## src/core/psrc_pkg.sv

```systemverilog
// Functional notes
// - Twelve relay outputs, each separately activated.
// - Relays grouped four per sensor module slot.
// - Single-sensor slot: all four follow channel one.
// - Dual-sensor slot: each channel drives two relays.
// - Relay contact open unless activated.
// - All relays held off during power-up.
// - Measurement to relay change within 50-100 ms.
// - Above direction: activate when pressure exceeds setpoint.
// - Below direction: activate when pressure under setpoint.
// - Ion gauge relays refuse the above direction.
// - Hysteresis on releasing side of the setpoint.
// - Direction change reloads hysteresis about ten percent.
package psrc_pkg;

   // ======================================================================
   // Sizes
   localparam int NUM_RELAY      = 12;
   localparam int RELAY_PER_SLOT = 4;
   localparam int NUM_SLOT       = 3;
   localparam int CH_PER_SLOT    = 2;
   localparam int NUM_CH         = 6;
   localparam int PW             = 16;
   localparam int AW             = 12;
   localparam int DLY_CW         = 24;
   localparam int CHW            = 3;

   // ======================================================================
   // Timing
   localparam int CLK_MHZ          = 250;
   localparam int RELAY_DELAY_MS   = 50;
   localparam int RELAY_DELAY_CYC  = RELAY_DELAY_MS * 1000 * CLK_MHZ;
   localparam int POWERUP_HOLD_MS  = 10;
   localparam int POWERUP_HOLD_CYC = POWERUP_HOLD_MS * 1000 * CLK_MHZ;

   // ======================================================================
   // Register map and fields
   localparam logic [AW-1:0] ADDR_SLOT_CFG   = 12'h000;
   localparam logic [AW-1:0] ADDR_DIR        = 12'h004;
   localparam logic [AW-1:0] ADDR_STATUS     = 12'h008;
   localparam logic [AW-1:0] ADDR_CH_SEEN    = 12'h00c;
   localparam logic [AW-1:0] ADDR_RELAY_BASE = 12'h040;
   localparam logic [AW-1:0] ADDR_RELAY_END  = 12'h070;
   localparam int CFG_DUAL_LSB     = 0;
   localparam int CFG_ION_LSB      = 4;
   localparam int STAT_READY_BIT   = 16;
   localparam int STAT_DIR_REF_BIT = 17;
   localparam int STAT_HYS_REF_BIT = 18;
   localparam int RLY_SP_LSB       = 0;
   localparam int RLY_HYS_LSB      = 16;

   // ======================================================================
   // Reset values and hysteresis default
   localparam logic [PW-1:0]        SP_RESET   = 16'h8000;
   localparam logic [PW-1:0]        HYS_RESET  = 16'h8d00;
   localparam logic [NUM_RELAY-1:0] DIR_RESET  = 12'h000;
   localparam logic [NUM_SLOT-1:0]  SLOT_RESET = 3'h0;
   localparam logic [7:0]           HYST_NUM   = 8'h1a;
   localparam int                   HYST_SHIFT = 8;
   localparam logic [1:0]           RESP_OKAY   = 2'h0;
   localparam logic [1:0]           RESP_SLVERR = 2'h2;

   // ======================================================================
   // Carriers
   typedef struct packed {
      logic          valid;
      logic [PW-1:0] value;
   } psrc_sample_t;

   typedef struct packed {
      logic          awvalid;
      logic [AW-1:0] awaddr;
      logic          wvalid;
      logic [31:0]   wdata;
      logic [3:0]    wstrb;
      logic          bready;
      logic          arvalid;
      logic [AW-1:0] araddr;
      logic          rready;
   } psrc_axi_req_t;

   typedef struct packed {
      logic        awready;
      logic        wready;
      logic        bvalid;
      logic [1:0]  bresp;
      logic        arready;
      logic        rvalid;
      logic [31:0] rdata;
      logic [1:0]  rresp;
   } psrc_axi_rsp_t;

   typedef enum logic [1:0] {PU_HOLD, PU_WAIT, PU_RUN} psrc_pu_state_t;

endpackage : psrc_pkg

```

## src/core/psrc_meas_delay.sv

```systemverilog
`timescale 1ns/10ps
module psrc_meas_delay #(
   parameter int DELAY_CYC = psrc_pkg::RELAY_DELAY_CYC // Cycles from sample to release.
) (
   input  wire logic                   clk_i,   // System clock.
   input  wire logic                   nrst_i,  // Asynchronous reset, active low.
   input  wire psrc_pkg::psrc_sample_t in_i,    // New measurement, valid is a pulse.
   output psrc_pkg::psrc_sample_t      out_o    // Delayed measurement, valid is a pulse.
);
   import psrc_pkg::*;

   localparam logic [DLY_CW-1:0] LAST = DLY_CW'(DELAY_CYC - 1);

   logic              busy;
   logic              pend;
   logic [PW-1:0]     cur;
   logic [PW-1:0]     nxt;
   logic [DLY_CW-1:0] cnt;
   psrc_sample_t      out;

   assign out_o = out;

   // ======================================================================
   // Delay line
   // A sample that lands while one is in flight waits for the running count,
   // so its total latency stays under twice the delay.
   always_ff @(posedge clk_i or negedge nrst_i) begin
      if (!nrst_i) begin
         busy <= 1'b0;
         pend <= 1'b0;
         cur  <= '0;
         nxt  <= '0;
         cnt  <= '0;
         out  <= '0;
      end else begin
         out.valid <= 1'b0;
         if (busy && cnt == LAST) begin
            out <= '{valid: 1'b1, value: cur};
            cnt <= '0;
            pend <= 1'b0;
            if (in_i.valid) begin
               cur <= in_i.value;
            end else if (pend) begin
               cur <= nxt;
            end else begin
               busy <= 1'b0;
            end
         end else if (busy) begin
            cnt <= cnt + 1'b1;
            if (in_i.valid) begin
               nxt  <= in_i.value;
               pend <= 1'b1;
            end
         end else if (in_i.valid) begin
            busy <= 1'b1;
            cur  <= in_i.value;
            cnt  <= '0;
         end
      end
   end
endmodule : psrc_meas_delay

```

## src/core/psrc_relay_ctrl.sv

```systemverilog
// Our own choices: the AXI4-Lite interface to the registers and the address map.
`timescale 1ns/10ps
module psrc_relay_ctrl #(
   parameter int DELAY_CYC = psrc_pkg::RELAY_DELAY_CYC, // Measurement to relay delay.
   parameter int HOLD_CYC  = psrc_pkg::POWERUP_HOLD_CYC // Power-up hold time.
) (
   input  wire logic                                        clk_i,    // System clock.
   input  wire logic                                        nrst_i,   // Async reset, low.
   input  wire psrc_pkg::psrc_axi_req_t                     axi_i,    // AXI4-Lite request.
   output psrc_pkg::psrc_axi_rsp_t                          axi_o,    // AXI4-Lite answer.
   input  wire psrc_pkg::psrc_sample_t [psrc_pkg::NUM_CH-1:0] sample_i, // Channel samples.
   output logic [psrc_pkg::NUM_RELAY-1:0]                   relay_o   // High closes contact.
);
   import psrc_pkg::*;

   localparam logic [DLY_CW-1:0] HOLD_LAST = DLY_CW'(HOLD_CYC - 1);

   // ======================================================================
   // Declarations
   logic                 awready;
   logic                 wready;
   logic                 bvalid;
   logic [1:0]           bresp;
   logic                 arready;
   logic                 rvalid;
   logic [31:0]          rdata;
   logic [1:0]           rresp;
   logic                 aw_full;
   logic                 w_full;
   logic [AW-1:0]        awaddr_q;
   logic [31:0]          wdata_q;
   logic [3:0]           wstrb_q;
   logic                 wr_fire;
   logic                 wr_cfg;
   logic                 wr_dir;
   logic                 wr_stat;
   logic                 wr_rly;
   logic                 wr_ok;
   logic [3:0]           wr_idx;
   logic [AW-1:0]        wr_off;
   logic [NUM_SLOT-1:0]  slot_dual;
   logic [NUM_SLOT-1:0]  slot_ion;
   logic [NUM_SLOT-1:0]  next_dual;
   logic [NUM_SLOT-1:0]  next_ion;
   logic [NUM_RELAY-1:0] dir;
   logic [NUM_RELAY-1:0] next_dir;
   logic [NUM_RELAY-1:0] ion_rmask;
   logic [NUM_RELAY-1:0] next_ion_rmask;
   logic [31:0]          dir_merged;
   logic [NUM_RELAY-1:0] dir_req;
   logic                 dir_bad;
   logic                 hys_bad;
   logic                 dir_refused;
   logic                 hys_refused;
   logic [PW-1:0]        sp  [NUM_RELAY];
   logic [PW-1:0]        hys [NUM_RELAY];
   logic [PW-1:0]        new_sp;
   logic [PW-1:0]        new_hys;
   logic [31:0]          cfg_word;
   logic [31:0]          cfg_merged;
   logic [31:0]          rly_merged;
   logic [NUM_CH-1:0]    ch_seen;
   logic [NUM_CH-1:0]    ch_need;
   logic [NUM_RELAY-1:0] act;
   logic [DLY_CW-1:0]    hold_cnt;
   psrc_pu_state_t       pu_state;
   psrc_sample_t [NUM_CH-1:0] dly;

   assign axi_o.awready = awready;
   assign axi_o.wready  = wready;
   assign axi_o.bvalid  = bvalid;
   assign axi_o.bresp   = bresp;
   assign axi_o.arready = arready;
   assign axi_o.rvalid  = rvalid;
   assign axi_o.rdata   = rdata;
   assign axi_o.rresp   = rresp;

   function automatic logic [31:0] merge(input logic [31:0] old_w, input logic [31:0] new_w,
                                         input logic [3:0] strb);
      logic [31:0] res;
      res = old_w;
      for (int b = 0; b < 4; b++) begin
         if (strb[b]) begin
            res[b*8 +: 8] = new_w[b*8 +: 8];
         end
      end
      return res;
   endfunction : merge

   // The default offset is setpoint times 26/256, a cheap stand-in for ten
   // percent that needs no divider; the upper side saturates at full scale.
   function automatic logic [PW-1:0] hys_default(input logic [PW-1:0] s, input logic above);
      logic [PW+7:0] prod;
      logic [PW-1:0] off;
      logic [PW:0]   sum;
      prod = {8'h00, s} * {{PW{1'b0}}, HYST_NUM};
      off  = prod[PW+HYST_SHIFT-1:HYST_SHIFT];
      sum  = {1'b0, s} + {1'b0, off};
      if (above) begin
         return s - off;
      end
      return sum[PW] ? {PW{1'b1}} : sum[PW-1:0];
   endfunction : hys_default

   // ======================================================================
   // Measurement delay per channel
   for (genvar c = 0; c < NUM_CH; c++) begin : g_ch
      psrc_meas_delay #(
         .DELAY_CYC (DELAY_CYC)
      ) u_dly (
         .clk_i  (clk_i),
         .nrst_i (nrst_i),
         .in_i   (sample_i[c]),
         .out_o  (dly[c])
      );
   end

   // ======================================================================
   // AXI4-Lite write channel
   assign wr_fire = aw_full && w_full && !bvalid;
   assign wr_off  = awaddr_q - ADDR_RELAY_BASE;
   assign wr_idx  = wr_off[5:2];
   assign wr_cfg  = awaddr_q == ADDR_SLOT_CFG;
   assign wr_dir  = awaddr_q == ADDR_DIR;
   assign wr_stat = awaddr_q == ADDR_STATUS;
   assign wr_rly  = awaddr_q >= ADDR_RELAY_BASE && awaddr_q < ADDR_RELAY_END
                    && awaddr_q[1:0] == 2'h0;
   assign wr_ok   = wr_cfg || wr_dir || wr_stat || wr_rly || awaddr_q == ADDR_CH_SEEN;

   always_ff @(posedge clk_i or negedge nrst_i) begin
      if (!nrst_i) begin
         aw_full  <= 1'b0;
         w_full   <= 1'b0;
         awaddr_q <= '0;
         wdata_q  <= '0;
         wstrb_q  <= '0;
         awready  <= 1'b1;
         wready   <= 1'b1;
         bvalid   <= 1'b0;
         bresp    <= RESP_OKAY;
      end else begin
         if (axi_i.awvalid && awready) begin
            aw_full  <= 1'b1;
            awaddr_q <= axi_i.awaddr;
            awready  <= 1'b0;
         end
         if (axi_i.wvalid && wready) begin
            w_full  <= 1'b1;
            wdata_q <= axi_i.wdata;
            wstrb_q <= axi_i.wstrb;
            wready  <= 1'b0;
         end
         if (wr_fire) begin
            bvalid <= 1'b1;
            bresp  <= wr_ok ? RESP_OKAY : RESP_SLVERR;
         end
         if (bvalid && axi_i.bready) begin
            bvalid  <= 1'b0;
            aw_full <= 1'b0;
            w_full  <= 1'b0;
            awready <= 1'b1;
            wready  <= 1'b1;
         end
      end
   end

   // ======================================================================
   // Slot configuration and direction
   assign cfg_word   = {25'h0, slot_ion, 1'b0, slot_dual};
   assign cfg_merged = merge(cfg_word, wdata_q, wstrb_q);
   assign next_dual  = (wr_fire && wr_cfg) ? cfg_merged[CFG_DUAL_LSB +: NUM_SLOT] : slot_dual;
   assign next_ion   = (wr_fire && wr_cfg) ? cfg_merged[CFG_ION_LSB +: NUM_SLOT] : slot_ion;
   assign dir_merged = merge({20'h0, dir}, wdata_q, wstrb_q);
   assign dir_req    = dir_merged[NUM_RELAY-1:0];

   for (genvar r = 0; r < NUM_RELAY; r++) begin : g_mask
      assign ion_rmask[r]      = slot_ion[r / RELAY_PER_SLOT];
      assign next_ion_rmask[r] = next_ion[r / RELAY_PER_SLOT];
   end

   always_comb begin
      next_dir = dir;
      dir_bad  = 1'b0;
      if (wr_fire && wr_dir) begin
         next_dir = dir_req & ~ion_rmask;
         dir_bad  = |(dir_req & ion_rmask);
      end
      if (wr_fire && wr_cfg) begin
         next_dir = dir & ~next_ion_rmask;
      end
   end

   always_ff @(posedge clk_i or negedge nrst_i) begin
      if (!nrst_i) begin
         slot_dual <= SLOT_RESET;
         slot_ion  <= SLOT_RESET;
         dir       <= DIR_RESET;
      end else begin
         slot_dual <= next_dual;
         slot_ion  <= next_ion;
         dir       <= next_dir;
      end
   end

   // ======================================================================
   // Setpoint and hysteresis per relay
   assign rly_merged = merge({hys[wr_idx], sp[wr_idx]}, wdata_q, wstrb_q);
   assign new_sp     = rly_merged[RLY_SP_LSB +: PW];
   assign new_hys    = rly_merged[RLY_HYS_LSB +: PW];
   assign hys_bad    = wr_fire && wr_rly
                       && (dir[wr_idx] ? new_hys > new_sp : new_hys < new_sp);

   for (genvar r = 0; r < NUM_RELAY; r++) begin : g_sp
      always_ff @(posedge clk_i or negedge nrst_i) begin
         if (!nrst_i) begin
            sp[r]  <= SP_RESET;
            hys[r] <= HYS_RESET;
         end else if (next_dir[r] != dir[r]) begin
            hys[r] <= hys_default(sp[r], next_dir[r]);
         end else if (wr_fire && wr_rly && wr_idx == 4'(r) && !hys_bad) begin
            sp[r]  <= new_sp;
            hys[r] <= new_hys;
         end
      end
   end

   // Refusal flags: a new refusal wins over a clear in the same write.
   always_ff @(posedge clk_i or negedge nrst_i) begin
      if (!nrst_i) begin
         dir_refused <= 1'b0;
         hys_refused <= 1'b0;
      end else begin
         if (dir_bad) begin
            dir_refused <= 1'b1;
         end else if (wr_fire && wr_stat && wstrb_q[2] && wdata_q[STAT_DIR_REF_BIT]) begin
            dir_refused <= 1'b0;
         end
         if (hys_bad) begin
            hys_refused <= 1'b1;
         end else if (wr_fire && wr_stat && wstrb_q[2] && wdata_q[STAT_HYS_REF_BIT]) begin
            hys_refused <= 1'b0;
         end
      end
   end

   // ======================================================================
   // Power-up hold
   for (genvar s = 0; s < NUM_SLOT; s++) begin : g_need
      assign ch_need[s*CH_PER_SLOT]     = 1'b1;
      assign ch_need[s*CH_PER_SLOT + 1] = slot_dual[s];
   end

   always_ff @(posedge clk_i or negedge nrst_i) begin
      if (!nrst_i) begin
         ch_seen <= '0;
      end else begin
         for (int c = 0; c < NUM_CH; c++) begin
            if (dly[c].valid) begin
               ch_seen[c] <= 1'b1;
            end
         end
      end
   end

   // Relays stay open until the hold has run and every used channel has
   // delivered a delayed sample, so no trip is made on a reset-time value.
   always_ff @(posedge clk_i or negedge nrst_i) begin
      if (!nrst_i) begin
         pu_state <= PU_HOLD;
         hold_cnt <= '0;
      end else begin
         unique case (pu_state)
            PU_HOLD: begin
               hold_cnt <= hold_cnt + 1'b1;
               if (hold_cnt == HOLD_LAST) begin
                  pu_state <= PU_WAIT;
               end
            end
            PU_WAIT: begin
               if ((ch_seen & ch_need) == ch_need) begin
                  pu_state <= PU_RUN;
               end
            end
            PU_RUN: begin
               pu_state <= PU_RUN;
            end
         endcase
      end
   end

   // ======================================================================
   // Trip decision per relay
   for (genvar r = 0; r < NUM_RELAY; r++) begin : g_rly
      localparam int S = r / RELAY_PER_SLOT;
      localparam int K = r % RELAY_PER_SLOT;
      logic [CHW-1:0] ch;
      psrc_sample_t   smp;
      logic           a;

      assign ch     = slot_dual[S] ? CHW'(S*CH_PER_SLOT + K/2) : CHW'(S*CH_PER_SLOT);
      assign smp    = dly[ch];
      assign act[r] = a;

      always_ff @(posedge clk_i or negedge nrst_i) begin
         if (!nrst_i) begin
            a <= 1'b0;
         end else if (next_dir[r] != dir[r]) begin
            a <= 1'b0;
         end else if (smp.valid && dir[r]) begin
            a <= a ? !(smp.value < hys[r]) : smp.value > sp[r];
         end else if (smp.valid) begin
            a <= a ? !(smp.value > hys[r]) : smp.value < sp[r];
         end
      end

   end

   always_ff @(posedge clk_i or negedge nrst_i) begin
      if (!nrst_i) begin
         relay_o <= '0;
      end else begin
         relay_o <= act & {NUM_RELAY{pu_state == PU_RUN}};
      end
   end

   // ======================================================================
   // AXI4-Lite read channel
   always_ff @(posedge clk_i or negedge nrst_i) begin
      if (!nrst_i) begin
         arready <= 1'b1;
         rvalid  <= 1'b0;
         rdata   <= '0;
         rresp   <= RESP_OKAY;
      end else if (axi_i.arvalid && arready) begin
         arready <= 1'b0;
         rvalid  <= 1'b1;
         rresp   <= RESP_OKAY;
         rdata   <= '0;
         if (axi_i.araddr == ADDR_SLOT_CFG) begin
            rdata <= cfg_word;
         end else if (axi_i.araddr == ADDR_DIR) begin
            rdata <= {20'h0, dir};
         end else if (axi_i.araddr == ADDR_STATUS) begin
            rdata <= {13'h0, hys_refused, dir_refused, pu_state == PU_RUN, 4'h0, relay_o};
         end else if (axi_i.araddr == ADDR_CH_SEEN) begin
            rdata <= {26'h0, ch_seen};
         end else if (axi_i.araddr >= ADDR_RELAY_BASE && axi_i.araddr < ADDR_RELAY_END
                      && axi_i.araddr[1:0] == 2'h0) begin
            rdata <= {hys[4'((axi_i.araddr - ADDR_RELAY_BASE) >> 2)],
                      sp[4'((axi_i.araddr - ADDR_RELAY_BASE) >> 2)]};
         end else begin
            rresp <= RESP_SLVERR;
         end
      end else if (rvalid && axi_i.rready) begin
         rvalid  <= 1'b0;
         arready <= 1'b1;
      end
   end
endmodule : psrc_relay_ctrl

```

## config.mk

```make
export PLATFORM = sky130hd
export DESIGN_NAME = psrc_relay_ctrl
export DESIGN_NICKNAME = d
export VERILOG_FILES = /design/src/core/psrc_pkg.sv /design/src/core/psrc_meas_delay.sv /design/src/core/psrc_relay_ctrl.sv
export SDC_FILE = /design/constraint.sdc
export NUM_CORES = 2
export LEC_CHECK = 0
export ABC_CLOCK_PERIOD_IN_PS = 6250
export BUFFER_PORTS_ARGS = -buffer_cell sky130_fd_sc_hd__buf_2
export CAP_MARGIN = 20
export CORE_MARGIN = 4
export CORE_UTILIZATION = 55
export CTS_CLUSTER_DIAMETER = 40
export DETAILED_ROUTE_END_ITERATION = 8
export PLACE_DENSITY = 0.76
export RECOVER_POWER = 25
export SLEW_MARGIN = 20
export SYNTH_ARGS = -nofsm -noshare
export SYNTH_HDL_FRONTEND = slang
export SYNTH_SLANG_ARGS = --single-unit
```

## constraint.sdc

```tcl
create_clock -name clk_i -period 6.25 [get_ports clk_i]
set_input_delay 0.3125 -clock clk_i [delete_from_list [all_inputs] [get_ports clk_i]]
set_output_delay 0.3125 -clock clk_i [all_outputs]
set_load 0.01 [all_outputs]
```

Word level (Yosys, flattened, before mapping)
Index checks and enable logic that the tools add are counted.

Bits of input ports: 169. Output and inout port bits: 53. Logic and storage cells: 799. Register bits after elaboration: 1001.

Muxes and demuxes: 313. $lt $le $gt $ge: 60. $mul: 12. Reductions and logical operators: 190. Bitwise logic cells: 27. $add $sub $neg: 33. Equality and inequality tests: 59.

Operator list (count): $mux 16 (98); $mux 24 (18); $gt 16x16->1 (25); $lt 16x16->1 (25); $bmux 16 s4 (4); $mul 16x4->20 const B (12); $add 16x13->17 (12); $sub 16x13->16 (12); $add 24x1->24 const B (7); $mux 32 (5); $mux 1 (156); $bmux 17 s3 (3); $mux 17 (9); $eq 24x24->1 const B (6); $reduce_bool 2->1 (36); $logic_and 1x1->1 (61); $reduce_bool 3->1 (18); $reduce_and 2->1 (26); $and 12x12->12 (4); $eq 12x4->1 const B (4); $mux 8 (5); $ne 2x2->1 const B (20); $reduce_and 3->1 (12); $logic_not 1->1 (26); 34 further kinds (90).

Logic depth before layout (Yosys ltp)
Depth in word-level cells: 13. Depth in mapped cells: 26.

By module
Synthesis repeated with hierarchy kept, for this count alone.

Cells, all modules: 9951. Area total of the unflattened synthesis: 92368.6 µm².

By module, submodules not included: psrc_relay_ctrl (area an instance 70432.6 µm², instances 1, seq. area each 13817.0 µm², cells each 8175); psrc_meas_delay (area an instance 3656.0 µm², instances 6, seq. area each 1876.8 µm², cells each 296).

Worst setup path after synthesis
Ideal clock, no wire load.

Path kind: register -> register. Start: register sp[165] (netlist bit). End: register hys[166] (netlist bit). Clock period less this slack: 5614 ps. Library setup time: 126 ps. Data required time: 6124 ps. Cell stages (with the launch flop): 26. Arrival: 5488 ps. Setup slack: 636 ps. Cells stage by stage: dfrtp_1 > ha_1 > inv_1 > fa_1 > inv_1 > ha_1 > a21o_1 > a2111o_1 > a31o_2 > a31o_2 > a21oi_1 > nor2_1 > o21a_1 > nor2_1 > xnor2_1 > ha_1 > clkbuf_1 > and3_1 > a31oi_1 > o21ai_0 > a21oi_1 > o21ai_1 > clkbuf_1 > o221ai_1 > a21oi_1 > a221o_1.

Word-level cells in the longest chain between the ends: 10. Elaborated cells between the ends (all ways): 18. Those cells by class: add/sub (2); mul (1); order compare (2); mux (9); reduce/logical (4).

Ends and longest elaborated chain: from (decl) (line psrc_relay_ctrl.sv:55) `logic [PW-1:0] sp [NUM_RELAY];`; from (signal, indexed assignment) (line psrc_relay_ctrl.sv:221) `sp[r] <= new_sp;`; parallel branches: the longest is 10 deep, another holds $mul 16x4->20; to (signal, indexed assignment) (line psrc_relay_ctrl.sv:219) `hys[r] <= hys_default(sp[r], next_dir[r]);`; to (signal, indexed assignment) (line psrc_relay_ctrl.sv:222) `hys[r] <= new_hys;`; to (decl) (line psrc_relay_ctrl.sv:56) `logic [PW-1:0] hys [NUM_RELAY];`.

Several ways; the timed one is not identified. The select of a mux whose other input is x is not followed. A chain may end at the register's enable or synchronous reset.

Final worst setup path
Start: register sp[131] (netlist bit). End: register hys[143] (netlist bit).

Same word-level chain as after synthesis.

==> results.toml <==
[setup_path]
r2r-start = "sp[131]"
crit_fanout = 9
critPathKind = "flop to flop"
cp.arrival_ps = 6800
r2r_setup_slack_ps = 230
worst_path_max_delay_cell = "a311oi_1"
path_common_cell = "ha_1"
cpPeakStageDelay_ps = 640
startpoint = "sp[131]"
reg2reg_depth = 20
path_cells = "ha_1 -> fa_1 -> ha_1 -> or3_1 -> a211o_1 -> a21oi_1 -> a211o_1 -> nor2b_1 -> o21a_1 -> o21ai_0 -> nor2b_1 -> xnor2_1 -> ha_1 -> nor2_1 -> a221oi_1 -> a31oi_1 -> xnor2_1 -> nor2_1 -> a311oi_1 -> a221o_1"
cp-end-kind = "flop"
start_kind = "flop"
critPathRequiredTime_ps = 7020
reg2reg_to = "hys[143]"

[route]
routed_wl_mm = 367.8
viasPerCell = 6.574
drtIter0Drc = 11060
dr_total_vias = 85220
ant_nets = 0
first_pass_iters = 8
wire_per_inst_um = 28.38
drc = 0

[sta]
fmax_mhz = 166.0
slew-limit-headroom = -2.752
maxSlewViolCount = 100
setup_violations = 0
rsz0062_at_grt = "no"
setup_tns_ps = 0
worst_slew_pin_slew_ps = 5628
fin_skew_ps = 37.93
hold_violations = 0
post-route-period-util = 0.9638
period_minus_slack_ps = 6024

[global_route]
busiest_layer = "met2"
grtUsageMet2 = 0.6031
grt_util_all_layers = 0.4227
antenna_found_initial = 43
grt_pass1_vias = 81550
grt_pass1_wl_mm = 533.7
grt-ovfl-total = 0
grt_max_degree = 177
gr-usage-met3 = 0.1551
use_met1 = 0.5457

[synthesis]
synth_seq_cells = 999
synth-main-ff-cell = "dfrtp_1"
synth_cells = 10070
postSynth.asyncResetShare = 1.000
syn_area_mm2 = 0.09023
synth-edff-count = 0
synth-seq-area-share = 0.2779
ys_top_cells_by_area = "dfrtp_1 (26%), ha_1 (16%), inv_1 (5.0%)"
yosys_warnings = 0
yosys.cell_types.count = 113
synth_area_per_cell_um2 = 8.957
synth.top_cells.by_count = "inv_1 (1203), ha_1 (1154), dfrtp_1 (936), o21ai_0 (801), nand2_1 (782)"
netlist.area_leader.share = 0.2596
synth_area_leader_cell = "dfrtp_1"
synth_most_common_cell = "inv_1"

[pwr]
peakVddDrop_mv = 0.3290
power_density_mw_per_mm2 = 227.7
leakagePower_uw = 0.04868

[worst_hold_path]
hold_end = "rresp[1]"
hold_start = "axi_i[7]"
worst_hold_path_type = "input pin to flop"
worstHoldPathCells = 4

[run]
max-cap-violations = 2

[cts]
ctsHtreeMaxLevel = 4
clockBufferDepth = 3
cts.clk_slew.worst_paths_ps = 60
clk_latency_ps = 850
cts_root_buf = "clkbuf_16"
cts_sinks = 999
numCtsBuffers = 187
cts_tree = "done"

[run_status]
status = "finished with violations"
violations = "capacitance limit, slew limit"

[placed_design]
dpl-instance-area_mm2 = 0.09530
dp.cells = 12400
gp_congestion = 1.097
numPortBuffers = 219
dpl.hpwl_mm = 275.4

[layout]
multiInputGateArea_mm2 = 0.05910
fin_cells = 12960
nets = 12070
final_cell_area_mm2 = 0.1035
seqCellArea_mm2 = 0.02509
fillers = 13540
syn_to_final_growth_pct = 14.76
drive_gt1_frac = 0.1495

[floorplan]
io_pins = 222
die_area_mm2 = 0.1706
start_util = 0.5537
coreArea_mm2 = 0.1630
die_h_um = 413.0
die_w_um = 413.0
row_count = 148
## critical path, delay by kind of cell, from the launching register on
kind                     cells  cell delay, ps
AND/OR/NAND/NOR              5             870
XOR/XNOR                     2             260
AO/OA/AOI/OAI                9            2800
adder cells (fa/ha/maj)      4            1500
flip-flops                   1             520
## final cells by class
type,count,area share
Clock inverter,136,0.01451
Sequential cell,999,0.2423
Clock buffer,213,0.04732
Antenna cell,48,0.001160
Timing Repair Buffer,742,0.05353
Tap cell,2175,0.02628
Inverter,1217,0.04414
Multi-Input combinational cell,7433,0.5708
## worst max path at each step
stage,cells after the start,slack [ps],endpoint
after floorplan,25,640,hys[166]
after global placement,21,270,hys[75]
after detailed placement,21,290,hys[75]
after CTS,21,220,hys[75]
after global routing,22,2,hys[6]
final,20,230,hys[143]
## layout by cell type (no fill, tap or decap), drive strengths merged, types with 65 or more instances in the layout
master | synthesis | layout
and3 | 95 | 95
o21a | 79 | 79
nor2b | 128 | 128
clkbuf | 321 | 225
a211oi | 65 | 65
a31oi | 99 | 99
a22oi | 147 | 147
ha | 1154 | 1154
inv | 1214 | 1261
nor3 | 218 | 218
mux4 | 194 | 194
a21oi | 576 | 576
mux2 | 279 | 279
nand2b | 97 | 97
buf | 105 | 571
xor2 | 87 | 87
mux2i | 200 | 200
a21o | 144 | 144
nand3 | 155 | 155
nor2 | 637 | 637
nand2 | 782 | 782
nand4 | 140 | 140
dfrtp | 936 | 936
fa | 168 | 168
o21ai | 816 | 816
dlygate4sd3 | 0 | 159
xnor2 | 173 | 173
## routing by layer
layer  part of all wire  vias to the layer above
met4              0.072                       18
met1               0.38                    41620
li1                   -                    37200
met3               0.13                     1250
met5            0.00032                        -
met2               0.41                     5138
## power breakdown
group | switching, µW | internal, µW | leakage [µW] | total, µW
Clock | 4000 | 6340 | 0.00309 | 10300
Sequential | 774 | 6870 | 0.0129 | 7640
Combinational | 3930 | 1660 | 0.0326 | 5590
## sequential cells by signal, summed over array words and instances, names as in the netlist, 12 cells and up
name / cells
hys: 192
dir: 12
rdata: 32
g_ch.u_dly.out_o: 102
relay_o: 12
hold_cnt: 24
g_ch.u_dly.cur: 96
awaddr_q: 12
g_ch.u_dly.cnt: 144
sp: 192
g_rly.a: 12
wdata_q: 32
g_ch.u_dly.nxt: 96
## logic make-up after synthesis
family | Yosys count | synth area share
AO/OA/AOI/OAI | 2634 | 0.1894
AND/OR/NAND/NOR | 2541 | 0.1348
buffers and inverters | 1643 | 0.06976
adder cells (fa/ha/maj) | 1323 | 0.1974
flip-flops | 999 | 0.2779
multiplexers | 673 | 0.1054
XOR/XNOR | 260 | 0.02524
other | 1 | 0.00004156
## timing repair
item                                    4_1_cts  5_1_grt
resized for setup                             0       18
hold endpoints to repair                    339        0
endpoints found under the setup margin        0       38
hold buffers                                159        0
setup buffers                                 0        0
## metrics by stage
step / util / setup WS [ps] / power, µW / hold slack [ps]
after CTS: 0.6339 / 220.8 / 23190 / 87.93
after global placement: 0.5848 / 274.7 / 12710 / 385.3
final: 0.6354 / 226.4 / 23570 / 228.2
after global routing: 0.6348 / 1.836 / 23940 / 207.1
after detailed placement: 0.5848 / 294.7 / 12790 / 379.6
after floorplan: - / 636.3 / 9895 / 16.91
Power figures use the tool's default switching activity.
